$ cat src/verilog/rwd_cfg.svh
// constants for the reset, watchdog and interrupt control block
`ifndef RWD_CFG_SVH
`define RWD_CFG_SVH
`define RWD_DRIVE_BUS    7'h22
`define RWD_SAMPLE_BUS   7'h26
`define RWD_SP_RESET     16'h00FF
`define RWD_RST_VEC      16'hFFFE
`define RWD_VEC_TOP      16'hFFFC
`define RWD_IBIT         3
`define RWD_FRAME        3'h5
`define RWD_PREF         3'h3
`define RWD_NSRC         8
`define RWD_WD_W         18
`define RWD_WD_BUS_SHORT 8192
`define RWD_WD_BUS_LONG  262144
`define RWD_KTICK_MS     1
`define RWD_K_SHORT_MS   32
`define RWD_K_LONG_MS    256
`define RWD_C_POR        7
`define RWD_C_PIN        6
`define RWD_C_WDOG       5
`define RWD_C_ILOP       4
`define RWD_C_CLK        2
`define RWD_C_LOWV       1
`endif

$ cat src/verilog/rwd_pkg.sv
// types for the reset, watchdog and interrupt control block
`default_nettype none
`include "rwd_cfg.svh"
package rwd_pkg;
   typedef enum logic [1:0] {
      RS_RUN   = 2'b00,
      RS_DRIVE = 2'b01,
      RS_WAIT  = 2'b10
   } rwd_rst_e;
   typedef enum logic [2:0] {
      SQ_IDLE = 3'b000,
      SQ_PUSH = 3'b001,
      SQ_VEC  = 3'b010,
      SQ_PREF = 3'b011,
      SQ_POP  = 3'b100
   } rwd_seq_e;
   typedef struct packed {
      logic [15:0] pc;
      logic [7:0]  a;
      logic [7:0]  x;
      logic [7:0]  ccb;
   } rwd_regs_s;
   typedef struct packed {
      rwd_rst_e                rst;
      logic [6:0]              rcnt;
      logic                    bus_ph;
      logic                    sys_rst;
      logic                    pin_oe_n;
      logic                    clk_self;
      logic [7:0]              pend;
      logic [7:0]              cause;
      logic                    wd_en;
      logic                    wd_clk;
      logic                    wd_to;
      logic                    lock1;
      logic                    lock2;
      logic [`RWD_WD_W-1:0]    wcnt;
      logic [`RWD_NSRC-1:0]    flags;
      logic                    ibit;
      logic [15:0]             sp;
      rwd_seq_e                seq;
      logic [2:0]              k;
      logic [15:0]             vaddr;
      rwd_regs_s               regs;
      logic [15:0]             maddr;
      logic [7:0]              mwdata;
      logic                    mwe;
      logic                    mre;
      logic                    pref;
      logic                    pc_load;
      logic                    regs_load;
      logic                    busy;
   } rwd_st_s;
endpackage
`default_nettype wire

$ cat src/verilog/rwd_top.sv
// reset sequencer, watchdog and interrupt entry/return engine
// Summary of operation
// - drive reset pin low 34 bus cycles
// - sample pin 38 bus cycles after release
// - reset selects self-clock; bus is half rate
// - one cause bit per source, none debug
// - reset loads vector, SP 0x00FF, mask set
// - reset disables peripherals, pins hi-z inputs
// - watchdog enabled after every reset
// - cause record write clears watchdog counter
// - select bus clock or 1 kHz tick
// - 1 kHz timeouts 32 or 256 counts
// - bus timeouts 2^13 or 2^18, long default
// - overflow forces reset, records watchdog cause
// - option registers write-once, first write services
// - debug mode holds watchdog counter
// - bus clock: counter frozen during stop
// - 1 kHz: counter zeroed on stop
// - flag set; take if enabled and unmasked
// - finish instruction, stack, mask, vector, prefetch
// - frame low PC byte first, flags last
// - high index register never stacked
// - return unstacks reverse, prefetches three bytes
// - highest pending source serviced first
`timescale 1ns/1ns
`default_nettype none
`include "rwd_cfg.svh"
module rwd_top
   import rwd_pkg::*;
#(
   parameter int WD_BUS_SHORT = `RWD_WD_BUS_SHORT,
   parameter int WD_BUS_LONG  = `RWD_WD_BUS_LONG
) (
   // clock and reset
   input  wire logic                 mclk,
   input  wire logic                 rst,
   // reset pin
   input  wire logic                 rstpin_in,
   output logic                      rstpin_out,
   output logic                      rstpin_oe_n,
   // other reset sources
   input  wire logic                 low_voltage_rst,
   input  wire logic                 ilop_rst,
   input  wire logic                 clk_loss_rst,
   input  wire logic                 bdm_rst,
   // system state
   output logic                      sys_reset,
   output logic                      periph_disable,
   output logic                      gpio_force_input,
   output logic                      gpio_pullup_off,
   input  wire logic                 clkgen_leave_self,
   output logic                      clkgen_self_mode,
   output logic                      bus_clk_phase,
   output logic [7:0]                reset_cause_record,
   // watchdog control
   input  wire logic                 cause_record_wr,
   input  wire logic                 opt1_wr,
   input  wire logic                 opt1_wdog_en,
   input  wire logic                 opt1_wdog_to,
   input  wire logic                 opt2_wr,
   input  wire logic                 opt2_wdog_clk,
   input  wire logic                 khz_tick,
   input  wire logic                 stop_mode,
   input  wire logic                 bdm_active,
   output logic                      watchdog_enable,
   output logic                      watchdog_clock_select,
   output logic                      watchdog_timeout_select,
   // interrupt sources
   input  wire logic [`RWD_NSRC-1:0] irq_event,
   input  wire logic [`RWD_NSRC-1:0] irq_enable,
   input  wire logic [`RWD_NSRC-1:0] irq_flag_clr,
   output logic [`RWD_NSRC-1:0]      irq_flags,
   // processor core
   input  wire logic                 instr_end,
   input  wire logic                 ret_req,
   input  wire logic                 cli_req,
   input  wire logic                 sei_req,
   input  wire rwd_regs_s            cpu_regs,
   output logic                      cpu_busy,
   output logic                      global_mask,
   output logic [15:0]               stack_ptr,
   output logic                      pc_load,
   output logic                      regs_load,
   output rwd_regs_s                 restore_regs,
   output logic                      prefetch,
   // memory port
   output logic [15:0]               mem_addr,
   output logic [7:0]                mem_wdata,
   output logic                      mem_we,
   output logic                      mem_re,
   input  wire logic [7:0]           mem_rdata
);
   localparam int K_SHORT = `RWD_K_SHORT_MS / `RWD_KTICK_MS;
   localparam int K_LONG  = `RWD_K_LONG_MS / `RWD_KTICK_MS;

   rwd_st_s              st;
   rwd_st_s              n;
   logic                 btick;
   logic                 tick;
   logic                 cnt_en;
   logic                 srv;
   logic                 ovf;
   logic                 trig;
   logic                 hit;
   logic [2:0]           pri;
   logic [2:0]           slot;
   logic [31:0]          lim;
   logic [7:0]           src;
   logic [`RWD_NSRC-1:0] qual;

   function automatic rwd_st_s img(input rwd_st_s s);
      rwd_st_s r;
      r          = s;
      r.rst      = RS_DRIVE;
      r.rcnt     = '0;
      r.sys_rst  = 1'b1;
      r.pin_oe_n = 1'b0;
      r.clk_self = 1'b1;
      r.wd_en    = 1'b1;
      r.wd_clk   = 1'b1;
      r.wd_to    = 1'b1;
      r.lock1    = 1'b0;
      r.lock2    = 1'b0;
      r.wcnt     = '0;
      r.flags    = '0;
      r.ibit     = 1'b1;
      r.sp       = `RWD_SP_RESET;
      r.seq      = SQ_IDLE;
      r.k        = '0;
      r.mwe      = 1'b0;
      r.mre      = 1'b0;
      r.pref     = 1'b0;
      r.pc_load  = 1'b0;
      r.regs_load = 1'b0;
      return r;
   endfunction

   always_comb begin
      n           = st;
      n.bus_ph    = ~st.bus_ph;
      btick       = st.bus_ph;
      n.mwe       = 1'b0;
      n.mre       = 1'b0;
      n.pref      = 1'b0;
      n.pc_load   = 1'b0;
      n.regs_load = 1'b0;
      n.flags     = (st.flags & ~irq_flag_clr) | irq_event;
      if (clkgen_leave_self)
         n.clk_self = 1'b0;
      // watchdog
      tick = st.wd_clk ? btick : khz_tick;
      if (st.wd_clk)
         lim = st.wd_to ? WD_BUS_LONG : WD_BUS_SHORT;
      else
         lim = st.wd_to ? K_LONG : K_SHORT;
      srv = cause_record_wr;
      if (opt1_wr && !st.lock1) begin
         n.wd_en = opt1_wdog_en;
         n.wd_to = opt1_wdog_to;
         n.lock1 = 1'b1;
         srv     = 1'b1;
      end
      if (opt2_wr && !st.lock2) begin
         n.wd_clk = opt2_wdog_clk;
         n.lock2  = 1'b1;
         srv      = 1'b1;
      end
      cnt_en = st.wd_en && !bdm_active && !stop_mode
               && st.rst == RS_RUN;
      ovf    = cnt_en && tick && !srv
               && st.wcnt == `RWD_WD_W'(lim - 1);
      if (srv || (stop_mode && !st.wd_clk))
         n.wcnt = '0;
      else if (cnt_en && tick)
         n.wcnt = st.wcnt + 1'b1;
      // reset sources
      src = '0;
      src[`RWD_C_LOWV] = low_voltage_rst;
      src[`RWD_C_WDOG] = ovf;
      src[`RWD_C_ILOP] = ilop_rst;
      src[`RWD_C_CLK]  = clk_loss_rst;
      n.pend = st.pend | src;
      trig   = (|src) || bdm_rst || (st.rst == RS_RUN && !rstpin_in);
      // interrupt priority, higher index wins
      qual = st.flags & irq_enable;
      hit  = |qual;
      pri  = '0;
      for (int i = 0; i < `RWD_NSRC; i++)
         if (qual[i])
            pri = 3'(i);
      slot = '0;
      case (st.rst)
         RS_DRIVE: begin
            if (btick) begin
               if (st.rcnt == `RWD_DRIVE_BUS - 7'h01) begin
                  n.rcnt     = '0;
                  n.rst      = RS_WAIT;
                  n.pin_oe_n = 1'b1;
               end else begin
                  n.rcnt = st.rcnt + 7'h01;
               end
            end
         end
         RS_WAIT: begin
            if (btick) begin
               if (st.rcnt == `RWD_SAMPLE_BUS - 7'h01) begin
                  n.cause = n.pend;
                  if (!rstpin_in && n.pend == '0)
                     n.cause[`RWD_C_PIN] = 1'b1;
                  n.pend    = '0;
                  n.rcnt    = '0;
                  n.rst     = RS_RUN;
                  n.sys_rst = 1'b0;
                  n.seq     = SQ_VEC;
                  n.vaddr   = `RWD_RST_VEC;
                  n.k       = '0;
               end else begin
                  n.rcnt = st.rcnt + 7'h01;
               end
            end
         end
         default: begin
            if (trig) begin
               n = img(n);
            end else begin
               case (st.seq)
                  SQ_IDLE: begin
                     if (cli_req)
                        n.ibit = 1'b0;
                     if (sei_req)
                        n.ibit = 1'b1;
                     if (ret_req) begin
                        n.seq = SQ_POP;
                        n.k   = '0;
                     end else if (instr_end && !st.ibit && hit) begin
                        n.seq  = SQ_PUSH;
                        n.k    = '0;
                        n.regs = cpu_regs;
                        n.vaddr = `RWD_VEC_TOP - {12'h000, pri, 1'b0};
                     end
                  end
                  SQ_PUSH: begin
                     // frame holds no high index byte
                     n.mwe   = 1'b1;
                     n.maddr = st.sp;
                     n.sp    = st.sp - 16'h0001;
                     n.k     = st.k + 3'h1;
                     case (st.k)
                        3'h0:    n.mwdata = st.regs.pc[7:0];
                        3'h1:    n.mwdata = st.regs.pc[15:8];
                        3'h2:    n.mwdata = st.regs.x;
                        3'h3:    n.mwdata = st.regs.a;
                        default: n.mwdata = {st.regs.ccb[7:4], st.ibit, st.regs.ccb[2:0]};
                     endcase
                     if (st.k == `RWD_FRAME - 3'h1) begin
                        n.seq  = SQ_VEC;
                        n.k    = '0;
                        n.ibit = 1'b1;
                     end
                  end
                  SQ_VEC: begin
                     if (st.k < 3'h2) begin
                        n.mre   = 1'b1;
                        n.maddr = st.vaddr + {13'h0000, st.k};
                        n.k     = st.k + 3'h1;
                     end
                     if (st.mre) begin
                        if (st.maddr[0] == st.vaddr[0])
                           n.regs.pc[15:8] = mem_rdata;
                        else
                           n.regs.pc[7:0] = mem_rdata;
                        if (st.k == 3'h2) begin
                           n.seq = SQ_PREF;
                           n.k   = '0;
                        end
                     end
                  end
                  SQ_PREF: begin
                     if (st.k < `RWD_PREF) begin
                        n.mre   = 1'b1;
                        n.pref  = 1'b1;
                        n.maddr = st.regs.pc + {13'h0000, st.k};
                        n.k     = st.k + 3'h1;
                        if (st.k == 3'h0)
                           n.pc_load = 1'b1;
                     end else begin
                        n.seq = SQ_IDLE;
                        n.k   = '0;
                     end
                  end
                  SQ_POP: begin
                     if (st.k < `RWD_FRAME) begin
                        n.mre   = 1'b1;
                        n.maddr = st.sp + 16'h0001 + {13'h0000, st.k};
                        n.k     = st.k + 3'h1;
                     end
                     if (st.mre) begin
                        slot = 3'(st.maddr - st.sp - 16'h0001);
                        case (slot)
                           3'h0:    n.regs.ccb = mem_rdata;
                           3'h1:    n.regs.a = mem_rdata;
                           3'h2:    n.regs.x = mem_rdata;
                           3'h3:    n.regs.pc[15:8] = mem_rdata;
                           default: n.regs.pc[7:0] = mem_rdata;
                        endcase
                        if (st.k == `RWD_FRAME) begin
                           n.sp        = st.sp + 16'(`RWD_FRAME);
                           n.ibit      = st.regs.ccb[`RWD_IBIT];
                           n.regs_load = 1'b1;
                           n.seq       = SQ_PREF;
                           n.k         = '0;
                        end
                     end
                  end
                  default: n.seq = SQ_IDLE;
               endcase
            end
         end
      endcase
      if (rst) begin
         n = img(n);
         n.bus_ph = 1'b0;
         n.regs   = '0;
         n.maddr  = '0;
         n.mwdata = '0;
         n.vaddr  = '0;
         n.cause  = '0;
         n.pend   = '0;
         n.pend[`RWD_C_POR] = 1'b1;
      end
      n.busy = n.sys_rst | (n.seq != SQ_IDLE);
   end

   always_ff @(posedge mclk) begin
      st <= n;
   end

   assign rstpin_out              = 1'b0;
   assign rstpin_oe_n             = st.pin_oe_n;
   assign sys_reset               = st.sys_rst;
   assign periph_disable          = st.sys_rst;
   assign gpio_force_input        = st.sys_rst;
   assign gpio_pullup_off         = st.sys_rst;
   assign clkgen_self_mode        = st.clk_self;
   assign bus_clk_phase           = st.bus_ph;
   assign reset_cause_record      = st.cause;
   assign watchdog_enable         = st.wd_en;
   assign watchdog_clock_select   = st.wd_clk;
   assign watchdog_timeout_select = st.wd_to;
   assign irq_flags               = st.flags;
   assign cpu_busy                = st.busy;
   assign global_mask             = st.ibit;
   assign stack_ptr               = st.sp;
   assign pc_load                 = st.pc_load;
   assign regs_load               = st.regs_load;
   assign restore_regs            = st.regs;
   assign prefetch                = st.pref;
   assign mem_addr                = st.maddr;
   assign mem_wdata               = st.mwdata;
   assign mem_we                  = st.mwe;
   assign mem_re                  = st.mre;

   property p_drive;
      @(posedge mclk) disable iff (rst)
      $rose(st.pin_oe_n) |-> $past(st.rcnt) == `RWD_DRIVE_BUS - 7'h01 && st.rst == RS_WAIT;
   endproperty
   a_drive: assert property (p_drive) else $error("pin released early");

   property p_sample;
      @(posedge mclk) disable iff (rst)
      $fell(st.sys_rst) |-> $past(st.rcnt) == `RWD_SAMPLE_BUS - 7'h01 && st.seq == SQ_VEC;
   endproperty
   a_sample: assert property (p_sample) else $error("pin sampled at wrong time");

   property p_init;
      @(posedge mclk) disable iff (rst)
      $fell(st.sys_rst) |-> st.sp == `RWD_SP_RESET && st.ibit && st.wd_en && st.wd_clk
                            && st.wd_to && !st.lock1 && st.vaddr == `RWD_RST_VEC;
   endproperty
   a_init: assert property (p_init) else $error("bad state after reset");

   property p_service;
      @(posedge mclk) disable iff (rst)
      cause_record_wr && st.rst == RS_RUN && !trig |=> st.wcnt == '0 && $stable(st.cause);
   endproperty
   a_service: assert property (p_service) else $error("service write missed");

   property p_bdm;
      @(posedge mclk) disable iff (rst)
      bdm_active && !srv && !stop_mode && st.rst == RS_RUN && !trig |=> $stable(st.wcnt);
   endproperty
   a_bdm: assert property (p_bdm) else $error("counter moved in debug");

   property p_stop_bus;
      @(posedge mclk) disable iff (rst)
      stop_mode && st.wd_clk && !srv && st.rst == RS_RUN && !trig |=> $stable(st.wcnt);
   endproperty
   a_stop_bus: assert property (p_stop_bus) else $error("counter moved in stop");

   property p_stop_khz;
      @(posedge mclk) disable iff (rst)
      stop_mode && !st.wd_clk && st.rst == RS_RUN && !trig |=> st.wcnt == '0;
   endproperty
   a_stop_khz: assert property (p_stop_khz) else $error("counter not zeroed");

   property p_ovf;
      @(posedge mclk) disable iff (rst)
      ovf |=> st.rst == RS_DRIVE && st.pend[`RWD_C_WDOG] && !st.pin_oe_n;
   endproperty
   a_ovf: assert property (p_ovf) else $error("overflow did not reset");

   property p_push;
      @(posedge mclk) disable iff (rst)
      $rose(st.seq == SQ_PUSH) && !trig |=> st.mwe[*5] ##1 (!st.mwe && st.ibit
                                            && st.seq == SQ_VEC);
   endproperty
   a_push: assert property (p_push) else $error("bad stacking sequence");

   property p_masked;
      @(posedge mclk) disable iff (rst)
      st.ibit && st.seq == SQ_IDLE |=> st.seq != SQ_PUSH;
   endproperty
   a_masked: assert property (p_masked) else $error("masked interrupt taken");
endmodule
`default_nettype wire

$ cat config.mk
export PLATFORM = sky130hd
export DESIGN_NAME = rwd_top
export DESIGN_NICKNAME = d
export VERILOG_FILES = /design/src/verilog/rwd_pkg.sv /design/src/verilog/rwd_top.sv
export VERILOG_INCLUDE_DIRS = /design/src /design/src/verilog
export SDC_FILE = /design/constraint.sdc
export NUM_CORES = 1
export LEC_CHECK = 0
export ABC_AREA = 1
export BUFFER_PORTS_ARGS = -buffer_cell sky130_fd_sc_hd__buf_2
export CORE_MARGIN = 2
export CORE_UTILIZATION = 56
export DETAILED_ROUTE_END_ITERATION = 7
export GPL_ROUTABILITY_DRIVEN = 0
export PLACE_DENSITY = 0.8
export REMOVE_ABC_BUFFERS = 1
export SLEW_MARGIN = 30
export SYNTH_ARGS = -nofsm -noshare
export SYNTH_HDL_FRONTEND = slang
export SYNTH_SLANG_ARGS = --single-unit
$ cat constraint.sdc
create_clock -name mclk -period 7.06 [get_ports mclk]
set_input_delay 0.706 -clock mclk [delete_from_list [all_inputs] [get_ports mclk]]
set_output_delay 0.706 -clock mclk [all_outputs]
set_load 0.02 [all_outputs]
==> impl_metrics.toml <==
[status]
status = "completed"

[final_layout]
area_delta_synth_final_pct = 8.83
nNetsFinal = 1901
fin_util_pct = 61.6
drive_gt1_share_pct = 16.6
layout_common_cells = "nand2_1 (431), nor2_1 (208), buf_2 (205), dfxtp_1 (158), inv_1 (147)"
multiInputGateArea_sq_um = 6130
antenna_cells = 0
n_fill_cell = 1847
layout_commonest_cell = "nand2_1"
register_area_sq_um = 3160
final_cells = 2059

[global_route]
grt_max_degree = 67
grt_usage_pct = 31.0
grt_pass1_vias = 10500
grt_pass1_wl_um = 51200
grt_antenna_before_repair = 0
grt-ovfl-total = 0

[setup_path]
start_kind = "register"
worstPathArrival_ns = 3.55
crit_path_end_kind = "register"
path_class = "reg2reg"
cp.required_ns = 7.38
reg2reg_slack_ns = 3.83
worstPathMaxFanout = 42

[power]
share_comb_of_total_power_pct = 5.4
p_leak_nw = 5.41
ir_drop_uv = 163
p_seq_share_pct = 45.7
pwr-share-clk_pct = 49.0
sw_frac_of_total_pct = 23.5
internal_power_mw = 1.52
power.density_nw_per_um2 = 167
p_sw_mw = 0.466

[routing]
first_pass_iters = 7
route.detailed.drc = 0
vias = 11600
wl_um = 32100
antenna_left = 0
wl_per_cell_um = 15.6
first_iter_violations = 1229
via_per_inst = 5.63

[yosys]
muxShareOfSynthArea_pct = 0
ys_ff_latch = 158
yosys.area_share.simple_pct = 35.9
synth_edf_count = 0
synth_fa_ha_area_share_pct = 3.18
synth_top_family_by_area = "simple AND/OR/NAND/NOR gates"
syn_area_sq_um = 10900
yosysUniqueCellTypes = 48
ys_seq_area_share_pct = 28.9
postSynthAreaPerCell_sq_um = 6.39
syn-instance-count = 1713
ys.flop_type = "dfxtp_1"
yosys_warnings = 0
synth-compound-area-share_pct = 14.6
synth_async_sr_flop_share_pct = 0
synth-xor-area-share_pct = 2.24

[clocking]
clock_sinks = 158
cts_setup_buffers = 0
cts_resized = 0
cts_buffers = 17
clk_pin_slew_worst_paths_ns = 0.07
htree_levels = 4
clk_path_buf_depth = 2
cts_hold_buf = 0
cts_root_buf = "clkbuf_16"
cts_tree = "built"
clk-insertion-delay-late_ns = 0.43

[sta]
relSlewSlack_pct = 39.7
maxSlewViolCount = 0
worstMarginPinSlew_ns = 0.902
rsz0062_at_grt = "no"
finalCriticalPeriod_ns = 3.23
setup_viol = 0
clock.fmax_mhz = 309
fin_tns_setup_ns = 0
skew_ns = 0.00940
period_share_pct = 45.8
hold_viol = 0

[floorplan]
coreArea_sq_um = 19300
pin_count = 207
start_util_pct = 56.6
die_w_um = 144
num_rows = 51
die_h_um = 144
fp.dieArea_sq_um = 20700

[placement]
dp_hpwl_um = 23600
port_buffers = 205
place_inst = 2028

[flow_run]
drv_cap = 0

[worst_hold_path]
hold_class = "reg2reg"
==> sequential cells by signal, indices dropped and copies added (netlist names), 8 cells and up <==
signal              cells
st                     48
restore_regs           40
mem_addr               16
stack_ptr              16
irq_flags               8
mem_wdata               8
reset_cause_record      8
==> power groups by stage <==
stage / combinational [mW] / clock (mW) / sequential (mW)
6_report: 0.106 / 0.972 / 0.907
5_1_grt: 0.118 / 1.02 / 0.908
4_1_cts: 0.106 / 0.977 / 0.907
3_5_place_dp: 0.105 / 0 / 0.927
3_3_place_gp: 0.104 / 0 / 0.927
2_1_floorplan: 0.0445 / 0 / 0.932
==> area by class of cell <==
| cell class | instances | share of cell area, % |
|---|---|---|
| Multi-Input combinational cell | 1232 | 51.4 |
| Sequential cell | 158 | 26.6 |
| Timing Repair Buffer | 210 | 8.96 |
| Inverter | 163 | 5.14 |
| Clock buffer | 20 | 3.83 |
| Tap cell | 265 | 2.78 |
| Clock inverter | 11 | 1.29 |
==> metrics by stage <==
stage	area (sq um)	power, mW	hold slack [ns]	worst slack [ns]
floorplan	9900	0.977	0.409	4.30
global route	11900	2.05	0.472	3.69
finish	11900	1.99	0.449	3.83
detailed placement	11300	1.03	0.436	3.98
CTS	11900	1.99	0.447	4.00
global placement	11300	1.03	0.420	3.92
==> worst max-delay path, cell delays in order, from the launching register on <==
cell and delay (ns):
dfxtp_1 0.40, nor2_2 0.25, nand2_4 0.36, inv_2 0.70, nand2_2 0.20, o21ai_2 0.43, nand3_1 0.36, o21ai_0 0.33
nor2_1 0.07
==> path summary, 6_finish.rpt <==
check,start,depth (start not counted),endpoint
min,st[148],2,st[148]
max reg2reg,st[90],8,restore_regs[13]
max,st[90],8,restore_regs[13]
min reg2reg,st[148],2,st[148]
==> Yosys cell counts (7+ instances only) <==
cell      number  area share, %
clkbuf_1      33            1.1
nand2_1      431             15
nand4_1       31            1.8
inv_2         11           0.38
o21ai_0      117            5.4
o21ai_1       10           0.46
buf_2         15           0.69
nand3_1      131            6.0
ha_1          23            2.6
a221oi_1       8           0.64
a31oi_1       10           0.57
nand2_2       10           0.57
o22ai_1       10           0.57
dfxtp_1      158             29
o211ai_1      10           0.69
xor2_1        21            1.7
nor3_1        19           0.87
nand3b_1      18            1.2
nor2_1       208            7.1
a21oi_1      105            4.8
xnor2_1        7           0.56
inv_1        147            5.0
buf_4        105            7.2
==> kinds of logic after synthesis <==
family,Yosys count
buffers and inverters,323
adder cells (fa/ha/maj),26
AND/OR/NAND/NOR,886
other,1
flip-flops,158
XOR/XNOR,28
AO/OA/AOI/OAI,291
==> layer usage <==
metal	track usage (%)	up-vias	wire length, um
li1	-	5652	-
met1	40.9	5190	13300
met2	49.6	643	14500
met3	5.53	112	3080
met4	13.8	0	1230
met5	0	-	0
Power figures use the tool's default switching activity.
